### config.mk
export PLATFORM = sky130hd
export DESIGN_NAME = jtp_tap_isp_port
export DESIGN_NICKNAME = d
export VERILOG_FILES = /design/src/logic/jtp_pkg.sv /design/src/logic/jtp_fifo.sv /design/src/logic/jtp_nvm.sv /design/src/logic/jtp_tap_isp_port.sv
export VERILOG_INCLUDE_DIRS = /design/src /design/src/logic
export SDC_FILE = /design/constraint.sdc
export NUM_CORES = 2
export LEC_CHECK = 0
export BUFFER_PORTS_ARGS = -buffer_cell sky130_fd_sc_hd__buf_2
export CORE_ASPECT_RATIO = 0.8
export CORE_MARGIN = 2
export CORE_UTILIZATION = 60
export DETAILED_ROUTE_END_ITERATION = 6
export GPL_ROUTABILITY_DRIVEN = 0
export PLACE_DENSITY = 0.73
export SLEW_MARGIN = 20
export SYNTH_ARGS = -nofsm -noshare
export SYNTH_HDL_FRONTEND = slang
export SYNTH_SLANG_ARGS = --single-unit
### constraint.sdc
create_clock -name ref_clk -period 13.62 [get_ports ref_clk]
set_input_delay 0 -clock ref_clk [delete_from_list [all_inputs] [get_ports ref_clk]]
set_output_delay 0 -clock ref_clk [all_outputs]
set_load 0.03 [all_outputs]
### src/logic/jtp_defs.svh
`ifndef JTP_DEFS_SVH
`define JTP_DEFS_SVH
// ----------------------------------------
// clock and instruction codes
// ----------------------------------------
`define JTP_CLK_MHZ      250
`define JTP_IR_W         4
`define JTP_IR_IDCODE    4'h1
`define JTP_IR_ENABLE    4'h9
`define JTP_IR_ERASE     4'ha
`define JTP_IR_PROGRAM   4'hb
`define JTP_IR_VERIFY    4'hc
`define JTP_IR_BYPASS    4'hf
`define JTP_IR_CAPTURE   4'h1
// ----------------------------------------
// register widths and reset values
// ----------------------------------------
`define JTP_ID_W         32
`define JTP_IDCODE_DEF   32'h0000_0001
`define JTP_ADDR_W       4
`define JTP_DATA_W       32
`define JTP_ROWS         16
`define JTP_FIFO_DEPTH   16
`define JTP_CFG_ROW      0
`define JTP_CFG_BIT      0
// ----------------------------------------
// pin positions on the four-pin port
// ----------------------------------------
`define JTP_PIN_TCK      0
`define JTP_PIN_TMS      1
`define JTP_PIN_TDI      2
`define JTP_PIN_TDO      3
// ----------------------------------------
// array pulse times and their cycle counts
// ----------------------------------------
`define JTP_PWE_MS       100
`define JTP_PWP_MS       10
`define JTP_PWV_US       10
`define JTP_ERASE_CYC    (`JTP_PWE_MS * 1000 * `JTP_CLK_MHZ)
`define JTP_PROG_CYC     (`JTP_PWP_MS * 1000 * `JTP_CLK_MHZ)
`define JTP_VERIFY_CYC   (`JTP_PWV_US * `JTP_CLK_MHZ)
`endif

### src/logic/jtp_pkg.sv
`default_nettype none
`include "jtp_defs.svh"
package jtp_pkg;
  // ----------------------------------------
  // controller states and register choice
  // ----------------------------------------
  typedef enum logic [3:0] {
    TLR, RTI, SEL_DR, CAP_DR, SH_DR, EX1_DR, PA_DR, EX2_DR, UPD_DR,
    SEL_IR, CAP_IR, SH_IR, EX1_IR, PA_IR, EX2_IR, UPD_IR
  } jtp_tap_e;
  typedef enum logic [1:0] {DR_BYPASS, DR_IDCODE, DR_ISP} jtp_dr_e;
  typedef enum logic [1:0] {OP_ERASE, OP_PROGRAM, OP_VERIFY} jtp_op_e;
  // ----------------------------------------
  // carriers
  // ----------------------------------------
  typedef struct packed {
    jtp_op_e                 op;
    logic [`JTP_ADDR_W-1:0]  addr;
    logic [`JTP_DATA_W-1:0]  data;
  } jtp_cmd_s;
  typedef struct packed {
    logic tck;
    logic tms;
    logic tdi;
  } jtp_pins_s;
endpackage
`default_nettype wire

### src/logic/jtp_fifo.sv
`timescale 1ns/1ns
`default_nettype none
module jtp_fifo #(
  parameter int W     = 8,
  parameter int DEPTH = 16
) (
  input  wire logic         ref_clk,
  input  wire logic         reset,
  input  wire logic         in_valid,
  output logic              in_ready,
  input  wire logic [W-1:0] in_data,
  output logic              out_valid,
  input  wire logic         out_ready,
  output logic      [W-1:0] out_data
);
  // depth must be a power of two; pointers carry one wrap bit
  localparam int AW = $clog2(DEPTH);
  logic [W-1:0] mem [DEPTH];
  logic [AW:0]  wr_ptr;
  logic [AW:0]  rd_ptr;
  logic         full;
  logic         empty;

  // ----------------------------------------
  // flags
  // ----------------------------------------
  assign empty     = (wr_ptr == rd_ptr);
  assign full      = (wr_ptr[AW] != rd_ptr[AW]) && (wr_ptr[AW-1:0] == rd_ptr[AW-1:0]);
  assign in_ready  = !full;
  assign out_valid = !empty;
  assign out_data  = mem[rd_ptr[AW-1:0]];

  // storage has no reset, only the pointers define contents
  always_ff @(posedge ref_clk) begin
    if (in_valid && !full) begin
      mem[wr_ptr[AW-1:0]] <= in_data;
    end
  end

  // pointer advance on each accepted word
  always_ff @(posedge ref_clk or posedge reset) begin
    if (reset) begin
      wr_ptr <= '0;
      rd_ptr <= '0;
    end else begin
      if (in_valid && !full) begin
        wr_ptr <= wr_ptr + 1'b1;
      end
      if (out_ready && !empty) begin
        rd_ptr <= rd_ptr + 1'b1;
      end
    end
  end
endmodule
`default_nettype wire

### src/logic/jtp_nvm.sv
`timescale 1ns/1ns
`default_nettype none
`include "jtp_defs.svh"
module jtp_nvm #(
  parameter int unsigned ERASE_CYC  = `JTP_ERASE_CYC,
  parameter int unsigned PROG_CYC   = `JTP_PROG_CYC,
  parameter int unsigned VERIFY_CYC = `JTP_VERIFY_CYC
) (
  input  wire logic                   ref_clk,
  input  wire logic                   reset,
  input  wire logic                   cmd_valid,
  output logic                        cmd_ready,
  input  wire jtp_pkg::jtp_cmd_s      cmd,
  output logic                        rd_valid,
  output logic     [`JTP_DATA_W-1:0]  rd_data,
  output logic                        busy,
  output logic                        tap_on
);
  import jtp_pkg::*;
  // factory state is erased, so the config bit leaves the port enabled
  logic [`JTP_DATA_W-1:0] mem [`JTP_ROWS] = '{default: '1};
  logic [31:0]            cnt;
  jtp_cmd_s               cur;
  logic                   done;

  function automatic logic [31:0] op_cycles(input jtp_op_e op);
    unique case (op)
      OP_ERASE:   op_cycles = ERASE_CYC;
      OP_PROGRAM: op_cycles = PROG_CYC;
      default:    op_cycles = VERIFY_CYC;
    endcase
  endfunction

  assign cmd_ready = !busy;
  assign done      = busy && (cnt == 32'd0);
  assign tap_on    = mem[`JTP_CFG_ROW][`JTP_CFG_BIT];

  // one operation at a time; the pulse length is counted out in full
  always_ff @(posedge ref_clk or posedge reset) begin
    if (reset) begin
      busy <= 1'b0;
      cnt  <= 32'd0;
      cur  <= '0;
    end else if (!busy && cmd_valid) begin
      busy <= 1'b1;
      cur  <= cmd;
      cnt  <= op_cycles(cmd.op) - 32'd1;
    end else if (done) begin
      busy <= 1'b0;
    end else if (busy) begin
      cnt <= cnt - 32'd1;
    end
  end

  // array update at the end of the pulse; no reset, the cells are nonvolatile
  always_ff @(posedge ref_clk) begin
    if (done && cur.op == OP_ERASE) begin
      for (int i = 0; i < `JTP_ROWS; i++) begin
        mem[i] <= '1;  // see RULE16
      end
    end else if (done && cur.op == OP_PROGRAM) begin
      mem[cur.addr] <= cur.data;  // see RULE18
    end
  end

  // readback of the addressed row
  always_ff @(posedge ref_clk or posedge reset) begin
    if (reset) begin
      rd_valid <= 1'b0;
      rd_data  <= '0;
    end else begin
      rd_valid <= done && (cur.op == OP_VERIFY);
      if (done && cur.op == OP_VERIFY) begin
        rd_data <= mem[cur.addr];  // see RULE18
      end
    end
  end

  AST_PROG_ROW: assert property (@(posedge ref_clk) disable iff (reset) // see RULE18
    done && cur.op == OP_PROGRAM |=> mem[$past(cur.addr)] == $past(cur.data))
    else $error("program did not write the addressed row");
  AST_ERASE_ALL: assert property (@(posedge ref_clk) disable iff (reset) // see RULE16
    done && cur.op == OP_ERASE |=> mem[`JTP_ROWS-1] == '1 && tap_on)
    else $error("erase left cells programmed");
endmodule
`default_nettype wire

### src/logic/jtp_tap_isp_port.sv
`timescale 1ns/1ns
`default_nettype none
`include "jtp_defs.svh"
// Functional notes
// RULE1 - few instructions, yet behaves correctly as one link of a scan chain
// RULE2 - port is four pins only: clock, mode, data in, data out; no test reset
// RULE3 - power-up reset puts the controller into test-logic-reset
// RULE4 - unprogrammed part uses the four pins as test port
// RULE5 - user cells behind the test pins stay usable as buried logic
// RULE6 - configuration with port disabled turns the four pins into general I/O
// RULE7 - code 1111 puts a one-bit bypass stage between data in and out
// RULE8 - scanning all ones into the instruction register loads bypass
// RULE9 - code 0001 shifts the identification value out serially
// RULE10 - data in is sampled on test clock rising edges
// RULE11 - data out changes on test clock falling edges
// RULE12 - data out floats unless shifting out
// RULE13 - controller keeps mode select high during normal operation
// RULE14 - standard sixteen-state controller with four-bit instruction register
// RULE15 - unknown instruction codes select the bypass stage
// RULE16 - 1001 enables programming, 1010 erases whole array, both via program register
// RULE17 - enable must come before erase, program or verify
// RULE18 - 1011 writes addressed row, 1100 reads row back into shift register
module jtp_tap_isp_port #(
  parameter logic [31:0] IDCODE    = `JTP_IDCODE_DEF,  // arbitrary value
  parameter int unsigned ERASE_CYC = `JTP_ERASE_CYC,
  parameter int unsigned PROG_CYC  = `JTP_PROG_CYC
) (
  input  wire logic       ref_clk,
  input  wire logic       reset,
  input  wire logic [3:0] pin_i,
  output logic      [3:0] pin_o,
  output logic      [3:0] pin_oe,
  input  wire logic [3:0] user_o,
  input  wire logic [3:0] user_oe,
  output logic      [3:0] user_i,
  output logic            tap_active,
  output logic            isp_enabled,
  output logic            nvm_busy
);
  import jtp_pkg::*;
  localparam int ISP_W = `JTP_ADDR_W + `JTP_DATA_W;

  logic [3:0]             pin_meta;
  logic [3:0]             pin_sync;
  jtp_pins_s              pins;
  logic                   tck_q;
  logic                   tck_rise;
  logic                   tck_fall;
  jtp_tap_e               state;
  jtp_tap_e               next_state;
  logic [3:0]             ir_shift;
  logic [3:0]             ir;
  logic                   isp_en;
  logic                   byp;
  logic [`JTP_ID_W-1:0]   id_sr;
  logic [ISP_W-1:0]       isp_sr;
  logic [`JTP_DATA_W-1:0] readback;
  logic                   tdo;
  logic                   tdo_oe;
  logic                   shift_out;
  logic                   cmd_hit;
  jtp_op_e                cmd_op;
  logic                   pend;
  jtp_cmd_s               pend_cmd;
  logic                   fifo_ready;
  logic                   q_valid;
  logic                   q_ready;
  jtp_cmd_s               q_cmd;
  logic                   rd_valid;
  logic [`JTP_DATA_W-1:0] rd_data;
  logic                   tap_on;
  logic [2:0]             tms_run;

  // register that an instruction places between data in and data out
  function automatic jtp_dr_e dr_sel(input logic [3:0] code);
    case (code)
      `JTP_IR_IDCODE:  dr_sel = DR_IDCODE;
      `JTP_IR_ENABLE,
      `JTP_IR_ERASE,
      `JTP_IR_PROGRAM,
      `JTP_IR_VERIFY:  dr_sel = DR_ISP;
      default:         dr_sel = DR_BYPASS;  // see RULE7, see RULE15
    endcase
  endfunction

  // ----------------------------------------
  // pin synchronisers and test clock edges
  // ----------------------------------------
  // the test clock is far slower than ref_clk, so edges are found by sampling
  always_ff @(posedge ref_clk or posedge reset) begin
    if (reset) begin
      pin_meta <= 4'h0;
      pin_sync <= 4'h0;
    end else begin
      pin_meta <= pin_i;
      pin_sync <= pin_meta;
    end
  end

  // only four pins: no test reset input exists
  assign pins = '{tck: pin_sync[`JTP_PIN_TCK], tms: pin_sync[`JTP_PIN_TMS],
                  tdi: pin_sync[`JTP_PIN_TDI]};  // see RULE2

  always_ff @(posedge ref_clk or posedge reset) begin
    if (reset) begin
      tck_q <= 1'b0;
    end else begin
      tck_q <= pins.tck;
    end
  end

  assign tck_rise = pins.tck && !tck_q;
  assign tck_fall = !pins.tck && tck_q;

  // ----------------------------------------
  // controller
  // ----------------------------------------
  always_comb begin
    unique case (state)
      TLR:    next_state = pins.tms ? TLR    : RTI;
      RTI:    next_state = pins.tms ? SEL_DR : RTI;
      SEL_DR: next_state = pins.tms ? SEL_IR : CAP_DR;
      CAP_DR: next_state = pins.tms ? EX1_DR : SH_DR;
      SH_DR:  next_state = pins.tms ? EX1_DR : SH_DR;
      EX1_DR: next_state = pins.tms ? UPD_DR : PA_DR;
      PA_DR:  next_state = pins.tms ? EX2_DR : PA_DR;
      EX2_DR: next_state = pins.tms ? UPD_DR : SH_DR;
      UPD_DR: next_state = pins.tms ? SEL_DR : RTI;
      SEL_IR: next_state = pins.tms ? TLR    : CAP_IR;
      CAP_IR: next_state = pins.tms ? EX1_IR : SH_IR;
      SH_IR:  next_state = pins.tms ? EX1_IR : SH_IR;
      EX1_IR: next_state = pins.tms ? UPD_IR : PA_IR;
      PA_IR:  next_state = pins.tms ? EX2_IR : PA_IR;
      EX2_IR: next_state = pins.tms ? UPD_IR : SH_IR;
      UPD_IR: next_state = pins.tms ? SEL_DR : RTI;
    endcase
  end

  // power-up reset stands in for the missing test reset pin
  always_ff @(posedge ref_clk or posedge reset) begin
    if (reset) begin
      state <= TLR;  // see RULE3
    end else if (!tap_on) begin
      state <= TLR;  // see RULE6
    end else if (tck_rise) begin
      state <= next_state;  // see RULE10, see RULE14
    end
  end

  // ----------------------------------------
  // instruction register
  // ----------------------------------------
  // capture pattern ends in 01 so a chain can be checked for length
  always_ff @(posedge ref_clk or posedge reset) begin
    if (reset) begin
      ir_shift <= 4'h0;
      ir       <= `JTP_IR_IDCODE;
    end else if (state == TLR) begin
      ir <= `JTP_IR_IDCODE;
    end else if (tck_rise && state == CAP_IR) begin
      ir_shift <= `JTP_IR_CAPTURE;  // see RULE1
    end else if (tck_rise && state == SH_IR) begin
      ir_shift <= {pins.tdi, ir_shift[3:1]};  // see RULE8, see RULE10
    end else if (tck_fall && state == UPD_IR) begin
      ir <= ir_shift;  // see RULE14
    end
  end

  // enable persists across programming codes, any other code drops it
  always_ff @(posedge ref_clk or posedge reset) begin
    if (reset) begin
      isp_en <= 1'b0;
    end else if (state == TLR) begin
      isp_en <= 1'b0;
    end else if (tck_fall && state == UPD_IR) begin
      isp_en <= (ir_shift == `JTP_IR_ENABLE) ||
                (isp_en && dr_sel(ir_shift) == DR_ISP);  // see RULE16, see RULE17
    end
  end

  // ----------------------------------------
  // data registers
  // ----------------------------------------
  always_ff @(posedge ref_clk or posedge reset) begin
    if (reset) begin
      byp    <= 1'b0;
      id_sr  <= '0;
      isp_sr <= '0;
    end else if (tck_rise && state == CAP_DR) begin
      unique case (dr_sel(ir))
        DR_BYPASS: byp <= 1'b0;
        DR_IDCODE: id_sr <= IDCODE;  // see RULE9
        DR_ISP:    isp_sr[`JTP_DATA_W-1:0] <= readback;  // see RULE18
      endcase
    end else if (tck_rise && state == SH_DR) begin
      unique case (dr_sel(ir))
        DR_BYPASS: byp <= pins.tdi;  // see RULE7
        DR_IDCODE: id_sr <= {pins.tdi, id_sr[`JTP_ID_W-1:1]};  // see RULE9
        DR_ISP:    isp_sr <= {pins.tdi, isp_sr[ISP_W-1:1]};  // see RULE10
      endcase
    end
  end

  // verify result waits here until the next capture picks it up
  always_ff @(posedge ref_clk or posedge reset) begin
    if (reset) begin
      readback <= '0;
    end else if (rd_valid) begin
      readback <= rd_data;
    end
  end

  // ----------------------------------------
  // programming commands
  // ----------------------------------------
  always_comb begin
    cmd_hit = 1'b1;
    cmd_op  = OP_VERIFY;
    case (ir)
      `JTP_IR_ERASE:   cmd_op = OP_ERASE;
      `JTP_IR_PROGRAM: cmd_op = OP_PROGRAM;
      `JTP_IR_VERIFY:  cmd_op = OP_VERIFY;
      default:         cmd_hit = 1'b0;
    endcase
  end

  // a full queue holds the command here rather than dropping it
  always_ff @(posedge ref_clk or posedge reset) begin
    if (reset) begin
      pend     <= 1'b0;
      pend_cmd <= '0;
    end else if (tck_fall && state == UPD_DR && cmd_hit && isp_en) begin
      pend     <= 1'b1;  // see RULE17
      pend_cmd <= '{op: cmd_op, addr: isp_sr[ISP_W-1:`JTP_DATA_W],
                    data: isp_sr[`JTP_DATA_W-1:0]};  // see RULE16, see RULE18
    end else if (pend && fifo_ready) begin
      pend <= 1'b0;
    end
  end

  jtp_fifo #(
    .W     ($bits(jtp_cmd_s)),
    .DEPTH (`JTP_FIFO_DEPTH)
  ) u_fifo (
    .ref_clk   (ref_clk),
    .reset     (reset),
    .in_valid  (pend),
    .in_ready  (fifo_ready),
    .in_data   (pend_cmd),
    .out_valid (q_valid),
    .out_ready (q_ready),
    .out_data  (q_cmd)
  );

  jtp_nvm #(
    .ERASE_CYC (ERASE_CYC),
    .PROG_CYC  (PROG_CYC)
  ) u_nvm (
    .ref_clk   (ref_clk),
    .reset     (reset),
    .cmd_valid (q_valid),
    .cmd_ready (q_ready),
    .cmd       (q_cmd),
    .rd_valid  (rd_valid),
    .rd_data   (rd_data),
    .busy      (nvm_busy),
    .tap_on    (tap_on)
  );

  // ----------------------------------------
  // serial output and pin sharing
  // ----------------------------------------
  always_comb begin
    if (state == SH_IR) begin
      shift_out = ir_shift[0];
    end else begin
      unique case (dr_sel(ir))
        DR_BYPASS: shift_out = byp;
        DR_IDCODE: shift_out = id_sr[0];
        DR_ISP:    shift_out = isp_sr[0];
        default:   shift_out = byp;
      endcase
    end
  end

  // output moves on the falling edge, giving the next device a full half period
  always_ff @(posedge ref_clk or posedge reset) begin
    if (reset) begin
      tdo    <= 1'b0;
      tdo_oe <= 1'b0;
    end else if (!tap_on) begin
      tdo_oe <= 1'b0;
    end else if (tck_fall) begin
      tdo    <= shift_out;  // see RULE11
      tdo_oe <= (state == SH_DR) || (state == SH_IR);  // see RULE12
    end
  end

  // pin inputs on these cells still reach user logic through user_i in either mode
  always_comb begin
    if (tap_on) begin
      pin_o  = 4'h0;
      pin_oe = 4'h0;
      pin_o[`JTP_PIN_TDO]  = tdo;  // see RULE4, see RULE5
      pin_oe[`JTP_PIN_TDO] = tdo_oe;
    end else begin
      pin_o  = user_o;  // see RULE6
      pin_oe = user_oe;
    end
  end

  assign user_i      = pin_sync;  // see RULE5
  assign tap_active  = tap_on;
  assign isp_enabled = isp_en;

  // ----------------------------------------
  // checks
  // ----------------------------------------
  // run of rising edges with mode select high, saturating at five
  always_ff @(posedge ref_clk or posedge reset) begin
    if (reset) begin
      tms_run <= 3'd0;
    end else if (tck_rise) begin
      tms_run <= !pins.tms ? 3'd0 : (tms_run == 3'd5) ? 3'd5 : tms_run + 3'd1;
    end
  end

  AST_POR_TLR: assert property (@(posedge ref_clk) disable iff (reset) // see RULE3
    $fell(reset) |-> state == TLR && !tdo_oe && ir == `JTP_IR_IDCODE)
    else $error("controller not in reset after power-up");
  AST_TMS_FIVE: assert property (@(posedge ref_clk) disable iff (reset) // see RULE14
    tms_run == 3'd5 |-> state == TLR)
    else $error("five high mode cycles did not reach reset");
  AST_MOVE_RISE: assert property (@(posedge ref_clk) disable iff (reset) // see RULE10
    state != $past(state) |-> $past(tck_rise) || !$past(tap_on))
    else $error("controller moved without a rising test clock");
  AST_TDO_FALL: assert property (@(posedge ref_clk) disable iff (reset) // see RULE11
    $changed(tdo) |-> $past(tck_fall))
    else $error("data out changed off a falling edge");
  AST_TDO_FLOAT: assert property (@(posedge ref_clk) disable iff (reset) // see RULE12
    tck_fall && state != SH_DR && state != SH_IR |=> !tdo_oe)
    else $error("data out driven outside a shift state");
  AST_IR_CAP: assert property (@(posedge ref_clk) disable iff (reset) // see RULE1
    tck_rise && state == CAP_IR |=> ir_shift == `JTP_IR_CAPTURE && state != CAP_IR)
    else $error("instruction capture pattern wrong");
  AST_ONES_BYP: assert property (@(posedge ref_clk) disable iff (reset) // see RULE8
    tck_fall && state == UPD_IR && ir_shift == 4'hf |=> ir == `JTP_IR_BYPASS && dr_sel(ir) == DR_BYPASS)
    else $error("all ones did not load bypass");
  AST_BYP_OUT: assert property (@(posedge ref_clk) disable iff (reset) // see RULE7
    tck_fall && tap_on && state == SH_DR && dr_sel(ir) == DR_BYPASS |=> tdo == $past(byp) && tdo_oe)
    else $error("bypass stage not on data out");
  AST_ID_CAP: assert property (@(posedge ref_clk) disable iff (reset) // see RULE9
    tck_rise && state == CAP_DR && ir == `JTP_IR_IDCODE |=> id_sr == IDCODE)
    else $error("identification value not captured");
  AST_NEED_EN: assert property (@(posedge ref_clk) disable iff (reset) // see RULE17
    $rose(pend) |-> $past(isp_en) && $past(state) == UPD_DR)
    else $error("programming command without enable");
  AST_GPIO: assert property (@(posedge ref_clk) disable iff (reset) // see RULE6
    !tap_on |-> pin_oe == user_oe && pin_o == user_o)
    else $error("pins not handed to user logic");
endmodule
`default_nettype wire

==> results_dict.tcl <==
set metrics [dict create \
    nNetsFinal 3471 \
    cts.clk_slew.worst_paths_ns 0.06 \
    hpwl_um 68780 \
    syn_nets 3447 \
    syn_area_um2 56880 \
    grt_pass1_wl_um 197200 \
    tightest_slew_ns 1.079 \
    r2r_cells 8 \
    yosys-mux-area-fraction 0.1660 \
    cap_violations 0 \
    hold_ws_ns 0.3480 \
    layout-drive-gt1-share 0.2265 \
    rsz0062_at_grt "false" \
    syn2layout_area_growth_pct 10.51 \
    synthAdderAreaFrac 0.001980 \
    ant_nets 0 \
    max_slew_margin 0.2804 \
    synth_compound_area_frac 0.01890 \
    wire_per_inst_um 27.34 \
    final_max_slew_viol_count 0 \
    io_pins 29 \
    synth_xor_area_frac 0.003542 \
    syn_area_per_cell_um2 16.61 \
    yosysWarnings 0 \
    die-width_um 348.2 \
    worstPathArrival_ns 5.34 \
    grt_pass1_vias 32040 \
    synth_flop_cell "edfxtp_1" \
    yosysUniqueCellTypes 69 \
    static-leakage-power_nw 20.61 \
    vias 30910 \
    drc_errors 0 \
    initialDrtViolationCount 3735 \
    timing.fmax_mhz 203.6 \
    track_usage 0.2762 \
    worstPathRequired_ns 14.05 \
    ys_ff_latch 1398 \
    io_buffers 28 \
    initial_core_util 0.6085 \
    finalCritPeriodShare 0.3607 \
    hold_viol_final 0 \
    htreeDepth 4 \
    synth_edf_count 1120 \
    status "completed" \
    clock_skew_ns 0.02455 \
    worstSkewPairLatency_ns 0.72 \
    rows 100 \
    grt_max_degree 91 \
    min_path_cells 0 \
    r2r_setup_slack_ns 8.71 \
    cts_buffers 134 \
    startpoint "u_nvm.cnt[24]" \
    grt_overflow_total 0 \
    die_h_um 279.4 \
    finalSetupViolations 0 \
    cts_resized 0 \
    path_class "reg2reg" \
    vias_per_cell 6.469 \
    dr.pass1.iters 6 \
    path_max_fanout 75 \
    cts_sinks 1398 \
    fin_tns_setup_ns 0 \
    async_flop_share 0.1989 \
    finalWorstSetupSlack_ns 8.707 \
    critPathCaptureType "flip-flop" \
    cts_tree "done" \
    die_area_um2 97290 \
    reg2reg_to "u_nvm.mem[5][21]" \
    root_buffer "clkbuf_16" \
    crit_path_start_kind "flip-flop" \
    fp.coreArea_um2 93460 \
    clk_path_buf_depth 3 \
    min_from "pin_meta[3]" \
    ys_seq_area_frac 0.7136 \
    period_minus_slack_ns 4.913 \
    n_fill_cell 5983 \
    synth_top_family_by_area "multiplexers" \
    p_per_area_nw_per_um2 130.9 \
    hold_path_class "reg2reg" \
    antenna_found_initial 0 \
    whs_endpoint "user_i[3]" \
    max-vdd-ir-drop_mv 0.1570 \
    postCtsSetupBuffers 0 \
    r2r-start "u_nvm.cnt[24]" \
    synthSimpleGateAreaFrac 0.07675 \
    syn-instance-count 3424 \
    routed_wl_um 130600 \
    antennaDiodeCount 0 \
    place_ws_ns 8.846 \
]
-- repair_timing --
action	CTS	global route
endpoints found under the hold margin	77	0
hold buffers	10	0
setup endpoints to repair	0	0
-- worst max path at each step --
stage                     depth (start not counted)           endpoint
after floorplan                                   1                byp
after global placement                            8   u_nvm.mem[15][1]
after CTS                                         8   u_nvm.mem[7][31]
after global routing                              8  u_nvm.mem[13][15]
after detailed placement                          8  u_nvm.mem[15][13]
final                                             8   u_nvm.mem[5][21]
-- state kept, by name, indices dropped and copies added, names as in the netlist, 4 cells and up --
register	flops
pin_meta	4
u_nvm.cur	38
state	4
u_fifo.wr_ptr	5
ir_shift	4
ir	4
readback	32
pend_cmd	38
user_i	4
isp_sr	36
id_sr	32
u_fifo.rd_ptr	5
u_nvm.rd_data	32
u_fifo.mem	608
u_nvm.cnt	32
u_nvm.mem	512
-- synthesized netlist by cell type, types with 10 or more instances --
library cell     n  area (um2)
edfxtp_1      1120       33630
nand2_1        775        2909
mux4_2         348        7838
dfrtp_1        277        6932
nor2_1         185       694.4
clkbuf_1       144       540.5
o21ai_0        120       600.6
mux2_2         106        1194
mux2i_1         41       410.4
buf_1           40       150.1
a21oi_1         27       135.1
buf_6           26       292.8
nor3_1          20       100.1
nor4_1          13       81.33
nor2b_1         12       75.07
xnor2_1         12       105.1
nand2b_1        11       68.82
xor2_1          11       96.34
inv_1           10       37.54
-- cells by family (layout without fill, tap and decap cells) --
group	after synthesis	after routing
buffers and inverters	230	360
adders and majority gates	9	9
and+or+nand+nor	1079	1079
xor gates and xnor gates	23	23
muxes	495	495
AOI/OAI and AO/OA	190	190
DFF	1398	1398
-- routing by layer --
layer,up-vias,global-route usage,wire (um)
met5,-,0,0
met4,0,0.08714,3832
met2,1716,0.4440,63930
met1,15970,0.3973,51100
li1,12980,-,-
met3,244,0.04323,11780
-- through the flow --
| stage | utilization | cell area, um2 | std cells | power (mW) |
|---|---|---|---|---|
| after floorplan | - | 56880 | 3424 | 4.667 |
| after global placement | 0.6245 | 58370 | 4523 | 4.677 |
| after detailed placement | 0.6245 | 58370 | 4523 | 4.678 |
| after CTS | 0.6717 | 62780 | 4775 | 8.268 |
| after global routing | 0.6725 | 62850 | 4778 | 8.441 |
| final | 0.6725 | 62850 | 4778 | 8.225 |
-- critical path, cell delays in order, from the launching register on --
cell and delay (ns):
dfrtp_1 0.40, or3_1 0.43, or4_1 0.60, nor4_1 0.85, nand4b_1 0.40, nor2_4 0.17, buf_4 0.80, buf_4 0.73
nand2_1 0.15
-- power breakdown --
group | total, mW | switching (mW) | internal [mW]
combinational | 0.0310 | 0.0238 | 0.00715
clock | 3.63 | 1.53 | 2.11
sequential | 4.56 | 0.00128 | 4.56
-- cells in the final DEF, fill, tap and decap left out, types with 5 or more instances in the layout --
cell	count
buf_4	66
edfxtp_1	1120
a21oi_1	26
nand3_1	9
or4_1	5
nor3_1	15
nand4_1	9
xnor2_1	12
clkinv_2	15
nor2b_1	12
clkbuf_16	144
mux2_2	106
clkbuf_8	18
o21ai_0	104
mux2i_1	41
a31oi_1	6
o21ai_4	16
ha_1	9
nor2_4	15
dfrtp_1	269
xor2_1	11
nor3_2	5
nand2b_1	9
inv_1	9
or2_2	5
dfrtp_4	5
clkinv_1	10
or3_1	9
nor2_1	171
clkbuf_1	46
mux4_2	348
buf_2	28
nor4_1	11
nand2_1	772
and3_1	8
dlygate4sd3_1	10
-- area by class of cell --
cell class,count,area (um2),share of cell area
Clock inverter,34,285.3,0.004539
Sequential cell,1398,40610,0.6462
Inverter,10,45.04,0.0007166
Multi-Input combinational cell,1796,15550,0.2474
Tap cell,1224,1531,0.02437
Clock buffer,208,4024,0.06402
Timing Repair Buffer,108,805.8,0.01282
No activity file was read; power rests on OpenSTA's default activity.
